--- src/include/cogen_pkg.sv ---
// cogen_pkg: register map, field layout, types and override encodings for the complementary generator
// assumes a plain register port with 8-bit data and one clock at 50 MHz
package cogen_pkg;

   // ------------------------------------------------------------
   // register offsets
   // ------------------------------------------------------------
   localparam logic [3:0] COGEN_ADDR_RISE_SEL  = 4'h0;
   localparam logic [3:0] COGEN_ADDR_SHUTDOWN  = 4'h1;
   localparam logic [3:0] COGEN_ADDR_CONTROL   = 4'h2;
   localparam logic [3:0] COGEN_ADDR_FALL_SEL  = 4'h3;
   localparam logic [3:0] COGEN_ADDR_DEAD_RISE = 4'h4;
   localparam logic [3:0] COGEN_ADDR_DEAD_FALL = 4'h5;
   localparam logic [3:0] COGEN_ADDR_BLANK_RISE = 4'h6;
   localparam logic [3:0] COGEN_ADDR_BLANK_FALL = 4'h7;
   localparam logic [3:0] COGEN_ADDR_PHASE     = 4'h8;
   localparam logic [3:0] COGEN_ADDR_CLK_DIV   = 4'h9;

   // ------------------------------------------------------------
   // widths, masks and reset values
   // ------------------------------------------------------------
   localparam int         COGEN_SRC_N       = 7;
   localparam logic [7:0] COGEN_RESET_VALUE = 8'h00;
   localparam logic [7:0] COGEN_RISE_MASK   = 8'h7f;
   localparam logic [7:0] COGEN_SHUT_MASK   = 8'hfc;
   localparam logic [7:0] COGEN_CTRL_MASK   = 8'h0f;
   localparam logic [7:0] COGEN_COUNT_ZERO  = 8'h00;
   localparam logic [7:0] COGEN_COUNT_ONE   = 8'h01;

   // ------------------------------------------------------------
   // field positions
   // ------------------------------------------------------------
   localparam int COGEN_SHUT_FLAG_BIT    = 7;
   localparam int COGEN_SHUT_RESTART_BIT = 6;
   localparam int COGEN_SHUT_CH1_LO      = 4;
   localparam int COGEN_SHUT_CH0_LO      = 2;
   localparam int COGEN_CTRL_ENABLE_BIT  = 0;
   localparam int COGEN_CTRL_MODE_BIT    = 1;
   localparam int COGEN_CTRL_POL0_BIT    = 2;
   localparam int COGEN_CTRL_POL1_BIT    = 3;

   // ------------------------------------------------------------
   // override encodings
   // ------------------------------------------------------------
   localparam logic [1:0] COGEN_OVR_LOW      = 2'h0;
   localparam logic [1:0] COGEN_OVR_HIGH     = 2'h1;
   localparam logic [1:0] COGEN_OVR_INACTIVE = 2'h2;
   localparam logic [1:0] COGEN_OVR_TRISTATE = 2'h3;

   // ------------------------------------------------------------
   // types
   // ------------------------------------------------------------
   typedef struct packed {
      logic [3:0] addr;
      logic [7:0] wdata;
      logic       wr;
      logic       rd;
   } cogen_bus_s;

   typedef struct packed {
      logic level;
      logic oe_n;
   } cogen_pin_s;

   typedef enum logic [1:0] {
      COGEN_IDLE,
      COGEN_PHASE,
      COGEN_ACTIVE
   } cogen_state_e;

endpackage

--- src/logic/cogen_top.sv ---
// cogen_top: complementary output generator with push-pull, dead band, blanking,
// phase delay and auto-shutdown
// assumes event sources and shutdown source arrive unsynchronised from outside
//
// Contract
// - complementary mode drives complementary pair from events
// - rising event starts each output period
// - rise-to-fall interval sets active portion
// - same source may serve rise and fall
// - sync or async event sources accepted
// - delays counted on selectable generator clock
// - dead band delays each turn-on after other
// - push-pull alternates one pulse per period
// - push-pull drive from rise to fall
// - each rise swaps push-pull channel
// - mode bit selects push-pull else complementary
// - blanking ignores opposite event after edge
// - phase timer delays drive after rise
// - shutdown drops drive at once, ahead of the fall event
// - shutdown flag reads one from shutdown until cleared or auto-restarted
// - rise enable bit adds its source
// - rise enable bit order fixed per source
`timescale 1ns/10ps

module cogen_top (
   // clock and reset
   input  wire  logic                   clk_in,
   input  wire  logic                   reset_n_in,
   // register port
   input  wire  cogen_pkg::cogen_bus_s  bus_in,
   output logic [7:0]                   rdata_out,
   // event sources, bit order as the rise select register
   input  wire  logic [6:0]             event_src_in,
   input  wire  logic                   shutdown_src_in,
   // output channels
   output cogen_pkg::cogen_pin_s        output_channel_0_out,
   output cogen_pkg::cogen_pin_s        output_channel_1_out
);
   import cogen_pkg::*;

   // ------------------------------------------------------------
   // registers
   // ------------------------------------------------------------
   logic [7:0]   rising_event_source_select;
   logic [7:0]   falling_event_source_select;
   logic [7:0]   auto_shutdown_control_0;
   logic [7:0]   control;
   logic [7:0]   dead_rise;
   logic [7:0]   dead_fall;
   logic [7:0]   blank_rise;
   logic [7:0]   blank_fall;
   logic [7:0]   phase_count;
   logic [7:0]   clk_div;
   logic [6:0]   src_meta;
   logic [6:0]   src_sync;
   logic [6:0]   src_prev;
   logic         shut_meta;
   logic         shut_sync;
   logic [7:0]   div_cnt;
   logic         tick;
   cogen_state_e state;
   logic [7:0]   phase_cnt;
   logic [7:0]   blank_cnt;
   logic         blank_is_fall;
   logic         drive;
   logic         steer;
   logic [7:0]   dead0_cnt;
   logic [7:0]   dead1_cnt;
   logic         shutdown_flag;
   logic         shut_active;
   logic         ch0_on;
   logic         ch1_on;

   logic [6:0]   src_rise_edge;
   logic         rise_ev;
   logic         fall_ev;
   logic         enable;
   logic         pushpull_mode_select;
   logic         want0;
   logic         want1;
   logic         next_ch0_on;
   logic         next_ch1_on;
   logic         sw_clear_flag;
   logic         resume;

   assign enable               = control[COGEN_CTRL_ENABLE_BIT];
   assign pushpull_mode_select = control[COGEN_CTRL_MODE_BIT];
   assign sw_clear_flag        = bus_in.wr && (bus_in.addr == COGEN_ADDR_SHUTDOWN)
                                 && !bus_in.wdata[COGEN_SHUT_FLAG_BIT];
   // flag already dropped: this rise ends the held shutdown
   assign resume               = !shutdown_flag && rise_ev;

   // ------------------------------------------------------------
   // register writes
   // ------------------------------------------------------------
   always_ff @(posedge clk_in or negedge reset_n_in) begin
      if (!reset_n_in) begin
         rising_event_source_select  <= COGEN_RESET_VALUE;
         falling_event_source_select <= COGEN_RESET_VALUE;
         auto_shutdown_control_0     <= COGEN_RESET_VALUE;
         control                     <= COGEN_RESET_VALUE;
         dead_rise                   <= COGEN_RESET_VALUE;
         dead_fall                   <= COGEN_RESET_VALUE;
         blank_rise                  <= COGEN_RESET_VALUE;
         blank_fall                  <= COGEN_RESET_VALUE;
         phase_count                 <= COGEN_RESET_VALUE;
         clk_div                     <= COGEN_RESET_VALUE;
      end else if (bus_in.wr) begin
         unique case (bus_in.addr)
            COGEN_ADDR_RISE_SEL:   rising_event_source_select <= bus_in.wdata & COGEN_RISE_MASK;
            COGEN_ADDR_SHUTDOWN:   auto_shutdown_control_0    <= bus_in.wdata & COGEN_SHUT_MASK;
            COGEN_ADDR_CONTROL:    control                    <= bus_in.wdata & COGEN_CTRL_MASK;
            COGEN_ADDR_FALL_SEL:   falling_event_source_select <= bus_in.wdata & COGEN_RISE_MASK;
            COGEN_ADDR_DEAD_RISE:  dead_rise                  <= bus_in.wdata;
            COGEN_ADDR_DEAD_FALL:  dead_fall                  <= bus_in.wdata;
            COGEN_ADDR_BLANK_RISE: blank_rise                 <= bus_in.wdata;
            COGEN_ADDR_BLANK_FALL: blank_fall                 <= bus_in.wdata;
            COGEN_ADDR_PHASE:      phase_count                <= bus_in.wdata;
            COGEN_ADDR_CLK_DIV:    clk_div                    <= bus_in.wdata;
            default: begin
            end
         endcase
      end
   end

   // ------------------------------------------------------------
   // register reads
   // ------------------------------------------------------------
   always_ff @(posedge clk_in or negedge reset_n_in) begin
      if (!reset_n_in) begin
         rdata_out <= COGEN_RESET_VALUE;
      end else if (bus_in.rd) begin
         unique case (bus_in.addr)
            COGEN_ADDR_RISE_SEL:   rdata_out <= rising_event_source_select;
            COGEN_ADDR_SHUTDOWN:   rdata_out <= {shutdown_flag, auto_shutdown_control_0[6:0]};
            COGEN_ADDR_CONTROL:    rdata_out <= control;
            COGEN_ADDR_FALL_SEL:   rdata_out <= falling_event_source_select;
            COGEN_ADDR_DEAD_RISE:  rdata_out <= dead_rise;
            COGEN_ADDR_DEAD_FALL:  rdata_out <= dead_fall;
            COGEN_ADDR_BLANK_RISE: rdata_out <= blank_rise;
            COGEN_ADDR_BLANK_FALL: rdata_out <= blank_fall;
            COGEN_ADDR_PHASE:      rdata_out <= phase_count;
            COGEN_ADDR_CLK_DIV:    rdata_out <= clk_div;
            default:               rdata_out <= COGEN_RESET_VALUE;
         endcase
      end else begin
         rdata_out <= COGEN_RESET_VALUE;
      end
   end

   // ------------------------------------------------------------
   // input synchronisers and edge detect
   // ------------------------------------------------------------
   always_ff @(posedge clk_in or negedge reset_n_in) begin
      if (!reset_n_in) begin
         src_meta  <= '0;
         src_sync  <= '0;
         src_prev  <= '0;
         shut_meta <= 1'b0;
         shut_sync <= 1'b0;
      end else begin
         src_meta  <= event_src_in;
         src_sync  <= src_meta;
         src_prev  <= src_sync;
         shut_meta <= shutdown_src_in;
         shut_sync <= shut_meta;
      end
   end

   // one source may feed both rise and fall selects
   assign src_rise_edge = src_sync & ~src_prev;
   assign rise_ev = |(src_rise_edge & rising_event_source_select[6:0]);
   assign fall_ev = |(~src_sync & src_prev & falling_event_source_select[6:0]);

   // ------------------------------------------------------------
   // generator clock divider
   // ------------------------------------------------------------
   always_ff @(posedge clk_in or negedge reset_n_in) begin
      if (!reset_n_in) begin
         div_cnt <= COGEN_COUNT_ZERO;
         tick    <= 1'b0;
      end else if (div_cnt >= clk_div) begin
         div_cnt <= COGEN_COUNT_ZERO;
         tick    <= 1'b1;
      end else begin
         div_cnt <= div_cnt + COGEN_COUNT_ONE;
         tick    <= 1'b0;
      end
   end

   // ------------------------------------------------------------
   // period sequencer: phase delay, drive, blanking
   // ------------------------------------------------------------
   always_ff @(posedge clk_in or negedge reset_n_in) begin
      if (!reset_n_in) begin
         state         <= COGEN_IDLE;
         phase_cnt     <= COGEN_COUNT_ZERO;
         blank_cnt     <= COGEN_COUNT_ZERO;
         blank_is_fall <= 1'b0;
         drive         <= 1'b0;
         steer         <= 1'b1;
      end else if (!enable || (shut_active && !resume)) begin
         state     <= COGEN_IDLE;
         drive     <= 1'b0;
         blank_cnt <= COGEN_COUNT_ZERO;
      end else begin
         if (tick && blank_cnt != COGEN_COUNT_ZERO) begin
            blank_cnt <= blank_cnt - COGEN_COUNT_ONE;
         end
         unique case (state)
            COGEN_IDLE: begin
               if (rise_ev && !(blank_is_fall && blank_cnt != COGEN_COUNT_ZERO)) begin
                  steer     <= ~steer;
                  phase_cnt <= phase_count;
                  state     <= COGEN_PHASE;
               end
            end
            COGEN_PHASE: begin
               if (phase_cnt == COGEN_COUNT_ZERO) begin
                  drive         <= 1'b1;
                  blank_cnt     <= blank_rise;
                  blank_is_fall <= 1'b0;
                  state         <= COGEN_ACTIVE;
               end else if (tick) begin
                  phase_cnt <= phase_cnt - COGEN_COUNT_ONE;
               end
            end
            COGEN_ACTIVE: begin
               if (fall_ev && !(!blank_is_fall && blank_cnt != COGEN_COUNT_ZERO)) begin
                  drive         <= 1'b0;
                  blank_cnt     <= blank_fall;
                  blank_is_fall <= 1'b1;
                  state         <= COGEN_IDLE;
               end
            end
         endcase
      end
   end

   // ------------------------------------------------------------
   // auto-shutdown
   // ------------------------------------------------------------
   always_ff @(posedge clk_in or negedge reset_n_in) begin
      if (!reset_n_in) begin
         shutdown_flag <= 1'b0;
      end else if (shut_sync) begin
         shutdown_flag <= 1'b1;
      end else if (auto_shutdown_control_0[COGEN_SHUT_RESTART_BIT]) begin
         shutdown_flag <= 1'b0;
      end else if (sw_clear_flag) begin
         shutdown_flag <= 1'b0;
      end
   end

   // generator held until the next rise after the flag drops
   always_ff @(posedge clk_in or negedge reset_n_in) begin
      if (!reset_n_in) begin
         shut_active <= 1'b0;
      end else if (shut_sync) begin
         shut_active <= 1'b1;
      end else if (resume) begin
         shut_active <= 1'b0;
      end
   end

   // ------------------------------------------------------------
   // mode steering and dead band
   // ------------------------------------------------------------
   always_comb begin
      if (pushpull_mode_select) begin
         want0 = drive && !steer;
         want1 = drive && steer;
      end else begin
         want0 = drive;
         want1 = !drive && (state != COGEN_PHASE) && enable;
      end
      next_ch0_on = want0 && !ch1_on && (dead0_cnt == COGEN_COUNT_ZERO);
      next_ch1_on = want1 && !ch0_on && (dead1_cnt == COGEN_COUNT_ZERO);
   end

   always_ff @(posedge clk_in or negedge reset_n_in) begin
      if (!reset_n_in) begin
         ch0_on    <= 1'b0;
         ch1_on    <= 1'b0;
         dead0_cnt <= COGEN_COUNT_ZERO;
         dead1_cnt <= COGEN_COUNT_ZERO;
      end else begin
         ch0_on <= next_ch0_on;
         ch1_on <= next_ch1_on;
         if (!want0) begin
            dead0_cnt <= dead_rise;
         end else if (tick && !ch1_on && dead0_cnt != COGEN_COUNT_ZERO) begin
            dead0_cnt <= dead0_cnt - COGEN_COUNT_ONE;
         end
         if (!want1) begin
            dead1_cnt <= dead_fall;
         end else if (tick && !ch0_on && dead1_cnt != COGEN_COUNT_ZERO) begin
            dead1_cnt <= dead1_cnt - COGEN_COUNT_ONE;
         end
      end
   end

   // ------------------------------------------------------------
   // output pins with shutdown override
   // ------------------------------------------------------------
   function automatic cogen_pin_s pin_value(input logic on, input logic pol, input logic shut,
                                            input logic [1:0] ovr);
      cogen_pin_s p;
      p.level = on ^ pol;
      p.oe_n  = 1'b0;
      if (shut) begin
         unique case (ovr)
            COGEN_OVR_TRISTATE: p.oe_n  = 1'b1;
            COGEN_OVR_INACTIVE: p.level = pol;
            COGEN_OVR_HIGH:     p.level = 1'b1;
            COGEN_OVR_LOW:      p.level = 1'b0;
         endcase
      end
      return p;
   endfunction

   always_ff @(posedge clk_in or negedge reset_n_in) begin
      if (!reset_n_in) begin
         output_channel_0_out <= '{level: 1'b0, oe_n: 1'b1};
         output_channel_1_out <= '{level: 1'b0, oe_n: 1'b1};
      end else begin
         output_channel_0_out <= pin_value(next_ch0_on, control[COGEN_CTRL_POL0_BIT], shut_active,
                                 auto_shutdown_control_0[COGEN_SHUT_CH0_LO +: 2]);
         output_channel_1_out <= pin_value(next_ch1_on, control[COGEN_CTRL_POL1_BIT], shut_active,
                                 auto_shutdown_control_0[COGEN_SHUT_CH1_LO +: 2]);
      end
   end

endmodule

--- config.mk ---
export PLATFORM = sky130hd
export DESIGN_NAME = cogen_top
export DESIGN_NICKNAME = d
export VERILOG_FILES = /design/src/include/cogen_pkg.sv /design/src/logic/cogen_top.sv
export SDC_FILE = /design/constraint.sdc
export NUM_CORES = 1
export LEC_CHECK = 0
export BUFFER_PORTS_ARGS = -buffer_cell sky130_fd_sc_hd__buf_2
export CELL_PAD_IN_SITES_DETAIL_PLACEMENT = 1
export CELL_PAD_IN_SITES_GLOBAL_PLACEMENT = 1
export CORE_UTILIZATION = 40
export DETAILED_ROUTE_END_ITERATION = 8
export PLACE_DENSITY = 0.73
export SETUP_SLACK_MARGIN = 0.2
export SYNTH_ARGS = -nofsm -noshare
export SYNTH_HDL_FRONTEND = slang
export SYNTH_SLANG_ARGS = --single-unit
--- constraint.sdc ---
create_clock -name clk_in -period 2.6 [get_ports clk_in]
set_clock_uncertainty 0.2 [all_clocks]
set_input_delay 0.52 -clock clk_in [delete_from_list [all_inputs] [get_ports clk_in]]
set_output_delay 0.52 -clock clk_in [all_outputs]
set_load 0.03 [all_outputs]
-- Word-level counts from Yosys, hierarchy flattened
Cells that the tools add are included.
- input port bits: 24
- register bits after elaboration: 156
- logic and storage cells: 185
- reduce and logical (&&, ||, !) cells: 65
- eq/ne operators: 28
- bitwise gates (word level): 10
- mux-type cells: 42
- order comparisons: 1
- add/subtract/negate cells: 5
- operators with widths (cell ; count):
    $mux W8 ; 13
    $pmux W8 S10 ; 1
    $pmux W8 S2 ; 2
    $sub A8 B1 Y8 const B ; 4
    $and A7 B7 Y7 ; 4
    $logic_not A8 Y1 ; 3
    $reduce_bool A8 Y1 ; 3
    $logic_and A1 B1 Y1 ; 21
    $reduce_and A2 Y1 ; 10
    $eq A4 B3 Y1 const B ; 4
    $mux W1 ; 15
    $not A7 Y7 ; 2
    $reduce_or A7 Y1 ; 2
    $mux W2 ; 6
    $logic_not A1 Y1 ; 11
    $eq A2 B2 Y1 const B ; 5
    $ne A2 B2 Y1 const B ; 5
    $ne A3 B3 Y1 const B ; 3
    $reduce_and A3 Y1 ; 3
    $add A8 B1 Y8 const B ; 1
    $eq A4 B2 Y1 const B ; 2
    $eq A4 B4 Y1 const B ; 2
    $ge A8 B8 Y1 ; 1
    $eq A2 B1 Y1 const B ; 3
    other kinds (14) ; 25

-- Depth between registers and ports, before layout
- depth in word-level cells: 10
- depth in mapped cells: 8
- gate-level depth less buffers: 7

-- Least setup slack after synthesis
OpenSTA, ideal clock, no wires.
- kind: reg2reg
- from: register blank_cnt[0]
- to: register state[0]
- path buffers: 0
- clock period less this slack: 2218 ps
- slack: 382 ps
- arrival: 1893 ps
- required time: 2275 ps
- cell stages (with the launch flop): 8
- cell sequence: dfrtp_1 > inv_1 > ha_1 > or3b_4 > nor2_1 > o32ai_1 > a221oi_4 > mux2_4
- longest elaborated chain between the ends: 6
- ends and longest elaborated chain (element ; RTL line ; text):
    start: declaration ; cogen_top.sv:63 ; logic [7:0] blank_cnt;
    start signal: assignment ; cogen_top.sv:208 ; blank_cnt <= blank_cnt - COGEN_COUNT_ONE;
    start signal: assignment ; cogen_top.sv:221 ; blank_cnt <= blank_rise;
    start signal: assignment ; cogen_top.sv:231 ; blank_cnt <= blank_fall;
    $reduce_bool A8 Y1 * ; cogen_top.sv:212, cogen_top.sv:229 ;
    $logic_and A1 B1 Y1 (on tied branches) ; cogen_top.sv:229, cogen_top.sv:212 ;
    $logic_not A1 Y1 (on tied branches) ; cogen_top.sv:229, cogen_top.sv:212 ;
    $logic_and A1 B1 Y1 (on tied branches) ; cogen_top.sv:229, cogen_top.sv:212 ;
    $ne A3 B3 Y1 (no source line) ; n/a ;
    $reduce_and A3 Y1 (no source line) * ; n/a ;
    end signal: assignment ; cogen_top.sv:215 ; state <= COGEN_PHASE;
    end signal: assignment ; cogen_top.sv:223 ; state <= COGEN_ACTIVE;
    end signal: assignment ; cogen_top.sv:233 ; state <= COGEN_IDLE;
    end: declaration ; cogen_top.sv:61 ; cogen_state_e state;
Every way passes the cells marked *; elsewhere a longest branch is shown, timed or not.
A chain may end at the register's enable or synchronous reset.

-- Final worst setup path
- from: register blank_cnt[1]
- to: register state[0]
Same word-level chain as after synthesis.

==> impl.org <==
** Run status
- The flow ran to the end, and the final reports show no timing, DRC or antenna violations.

** Synthesis
- The average instance in the mapped netlist occupies 11.3 um^2.
- Number of nets in the synthesized netlist :: 722
- Main flop type after synthesis :: sky130_fd_sc_hd__dfrtp_1
- Share of synthesized area occupied by flip-flops and latches :: 0.509
- After synthesis, the most frequently instantiated cells are sky130_fd_sc_hd__dfrtp_1, sky130_fd_sc_hd__mux2_2, sky130_fd_sc_hd__nand2_1.
- Synthesis handed over a netlist of 680 instances.
- Flop and latch count out of synthesis :: ~160
- Post-synth ARST share :: 1.00
- Yosys attributes the largest share of cell area to sky130_fd_sc_hd__dfrtp_1, sky130_fd_sc_hd__mux2_2, sky130_fd_sc_hd__ha_1.
- For this run, the number of Yosys warnings is 0.
- Fraction of post-synthesis cell area in the top cell type by area :: 0.499
- Mapped Area :: approximately 7700 um^2
- Number of enable flip-flop cells after synthesis :: 0
- The number of different library cells used by synthesis comes to 72.
- Yosys instantiated no cell more often than sky130_fd_sc_hd__dfrtp_1.
- Largest area contributor in the netlist :: sky130_fd_sc_hd__dfrtp_1

** Global routing
- Maximum number of pins on one net before global-route repair :: 50
- Remaining global-route overflow :: 0
- The first global-routing pass estimated ~37 mm of wire.
- Across every metal layer, demand over resource in global routing totals 0.252.
- Vias in the first global route :: 6468
- The number of antenna violations at the first check in global routing came to 0.

** Place
- OpenSTA, run right after detailed placement, puts the worst setup slack at 0.00487 ns.
- Final estimated routing congestion in global placement :: 0.923
- After detailed placement, the design holds a cell count of between 900 and 1000.
- In this run the tool buffered the top-level ports with 35 buffer cells.
- DP HPWL :: 16.4 mm

** Worst setup path
- Delay of the slowest cell on the worst path :: 0.42 ns
- Gate family responsible for the most delay along the worst path :: compound AO/OA/AOI/OAI gates
- The worst setup path is captured at a flip-flop.
- STA classifies the critical path startpoint as a flip-flop.
- Of all nets on the critical path, the largest fanout is 6.
- Data arrival time of the worst path :: 2.52 ns
- CP cell instances :: inv_2 -> ha_4 -> or3b_4 -> o21ai_4 -> o31ai_4 -> a221oi_4 -> mux2_4
- For this design, the slowest cell found on the critical path is sky130_fd_sc_hd__dfrtp_1.
- Type of the setup path with the least slack :: reg -> reg
- Required time of the critical path :: 2.73 ns
- Worst Path Buf+Inv :: 1

** CTS
- CTS placed an instance of sky130_fd_sc_hd__clkbuf_16 at the clock tree root.
- The H-tree was split into 4 levels.
- Maximum count of clock buffers along a single path :: 2
- Clock transition at the registers of the reported paths :: 0.07 ns
- CTS tree :: built
- The number of clock buffers added by TritonCTS is 17.
- The clock drives between 150 and 200 sinks.
- Worst-Skew Late Latency :: 0.45 ns

** Worst hold path
- The min-delay analysis places its worst path in the category reg -> reg.

** STA
- After routing, the total negative slack on setup checks comes to 0 ns.
- Final period demand of the worst path :: 2.39 ns
- Setup repair after global routing could not meet its margin everywhere.
- Number of endpoints failing setup at the final stage :: 0
- Worst slew margin relative to its limit :: 0.529
- Worst setup margin :: 0.205 ns
- Hold_ws :: 0.152 ns
- In the finished design, the share of the clock period the worst path needs comes to 0.921.
- Highest attainable clock frequency :: 0.418 GHz
- The number of pins with negative max-slew slack in the final report is 0.
- For the pin with the worst max-slew slack, the measured transition is 0.702 ns.
- The final count of hold timing violations was 0.

** Finish
- 0 antenna diodes ended up in the layout.
- Post-layout instance count excluding filler cells :: 991
- Area growth, synth to finish :: 18.1%
- At the end of the flow, the number of nets in the layout was 786.
- In the final layout, the share of cells above drive strength 1 is 0.267.

** Floorplan
- Initial core utilization :: 0.409
- Measured along the x axis, the die boundary spans 141 um.
- Die area :: 19700 um^2
- In this run the count of I/O pins placed on the die edge is 36.
- Vertical die dimension :: 141 um
- Core area :: 18800 um^2
- Number of standard-cell rows in the floorplan :: 50

** Flow run
- Count of maximum capacitance violations :: 0

** Routing
- WL per Instance :: 23.5 um
- DR pass1 iterations :: 5
- Residual DRC :: 0
- Antenna-violating nets left :: 0
- WL final :: between 20 and 25 mm
- For this block, the initial DRC count from the detailed router was between 300 and 400.
- Via-to-Cell Ratio :: 5.97
- Total via count in the routed design :: 5916

** Pwr
- IR analysis of the VDD net gives a maximum drop of between 0.0005 and 0.0006 V.
- In this run the static leakage power is roughly 4 nW.
- In this run the power density over the cells is a little under 900 nW/um^2.
placed cells by master, fill, tap and decap left out, types with 5 or more instances in the layout:
cell type | Yosys | final
sky130_fd_sc_hd__dfrtp_1 | 153 | 152
sky130_fd_sc_hd__mux2_2 | 71 | 71
sky130_fd_sc_hd__nand2_1 | 53 | 53
sky130_fd_sc_hd__buf_2 | 4 | 34
sky130_fd_sc_hd__inv_1 | 35 | 33
sky130_fd_sc_hd__nor2_1 | 31 | 30
sky130_fd_sc_hd__o21ai_0 | 30 | 29
sky130_fd_sc_hd__buf_4 | 1 | 29
sky130_fd_sc_hd__nand3_1 | 24 | 23
sky130_fd_sc_hd__a21oi_1 | 21 | 21
sky130_fd_sc_hd__xor2_1 | 19 | 19
sky130_fd_sc_hd__clkbuf_16 | 0 | 17
sky130_fd_sc_hd__ha_1 | 18 | 16
sky130_fd_sc_hd__a32oi_1 | 12 | 12
sky130_fd_sc_hd__mux2i_1 | 11 | 11
sky130_fd_sc_hd__and3_1 | 10 | 10
sky130_fd_sc_hd__a211oi_1 | 10 | 10
sky130_fd_sc_hd__nand3b_1 | 10 | 10
sky130_fd_sc_hd__nor2b_1 | 9 | 9
sky130_fd_sc_hd__o32ai_1 | 10 | 9
sky130_fd_sc_hd__dlygate4sd3_1 | 0 | 9
sky130_fd_sc_hd__xnor2_1 | 8 | 8
sky130_fd_sc_hd__a22oi_1 | 7 | 7
sky130_fd_sc_hd__nand2b_1 | 7 | 7
sky130_fd_sc_hd__a21o_1 | 7 | 7
sky130_fd_sc_hd__o22ai_1 | 6 | 6
sky130_fd_sc_hd__a221oi_1 | 8 | 6
sky130_fd_sc_hd__nor3_1 | 5 | 5
sky130_fd_sc_hd__clkinv_8 | 0 | 5
sky130_fd_sc_hd__inv_8 | 0 | 5
timing repair:
action	CTS	global route
hold buffers	9	0
cloned	0	0
endpoints found under the setup margin	11	19
resized for setup	4	17
pin swaps	2	3
endpoints found under the hold margin	45	0
buffers inserted	3	4
metal layers:
| layer | track usage | share of wire | vias to the layer above |
|---|---|---|---|
| met3 | 0.0441 | 0.037 | 56 |
| met2 | 0.423 | 0.51 | 146 |
| met4 | 0.142 | 0.041 | 0 |
| met1 | 0.309 | 0.41 | 3084 |
| met5 | 0 | 0 | - |
| li1 | - | - | 2630 |
power by group:
group | total, mW | internal (mW) | leakage [nW] | switching [mW]
logic | 2.06 | 0.912 | 1.70 | 1.15
registers | 3.53 | 2.95 | 1.93 | 0.579
clock network | 2.52 | 1.30 | 0.287 | 1.22
cell families (layout without fill, tap and decap cells):
| family | Yosys count | in the layout | share of synthesized area |
|---|---|---|---|
| XOR/XNOR | 27 | 27 | 0.0308 |
| adder cells (fa/ha/maj) | 18 | 18 | 0.0293 |
| AND/OR/NAND/NOR | 172 | 172 | 0.114 |
| flip-flops | 156 | 156 | 0.509 |
| multiplexers | 86 | 86 | 0.129 |
| AO/OA/AOI/OAI | 157 | 157 | 0.154 |
| buffers and inverters | 64 | 141 | 0.0334 |
metrics by stage:
step                area, um^2  utilization  total power [mW]
floorplan                 7670            -              4.69
global placement          8210        0.437              5.29
detailed placement        8210        0.437              5.46
CTS                       8950        0.477              8.10
global route              9060        0.483              8.51
finish                    9060        0.483              8.11
final cells by class:
type                            count  area [um^2]
Inverter                           35          131
Timing Repair Buffer               74          509
Clock buffer                       17          425
Clock inverter                     15          179
Tap cell                          234          293
Multi-Input combinational cell    460         3620
Sequential cell                   156         3910
Fill cell                        2020         9710
worst paths after layout:
kind	startpoint	to	slack, ns	cells after the start
setup / recovery	blank_cnt[1]	state[0]	0.21	7
hold / removal	src_meta[3]	src_sync[3]	0.15	0
setup reg to reg	blank_cnt[1]	state[0]	0.21	7
hold reg to reg	src_meta[3]	src_sync[3]	0.15	0
max in group asynchronous	reset_n_in	phase_count[3]	1.10	3
min in group asynchronous	reset_n_in	dead1_cnt[4]	0.37	2
flip-flops by register name, indices dropped and copies added, names as in the netlist, 5 cells and up:
name,count
rising_event_source_select,7
rdata_out,8
div_cnt,8
dead_fall,8
src_prev,7
falling_event_source_select,7
src_meta,7
blank_cnt,8
clk_div,8
dead1_cnt,8
src_sync,7
blank_rise,8
phase_count,8
dead0_cnt,8
dead_rise,8
blank_fall,8
auto_shutdown_control_0,5
phase_cnt,8
Note: power is estimated with default switching activity, not from simulation.
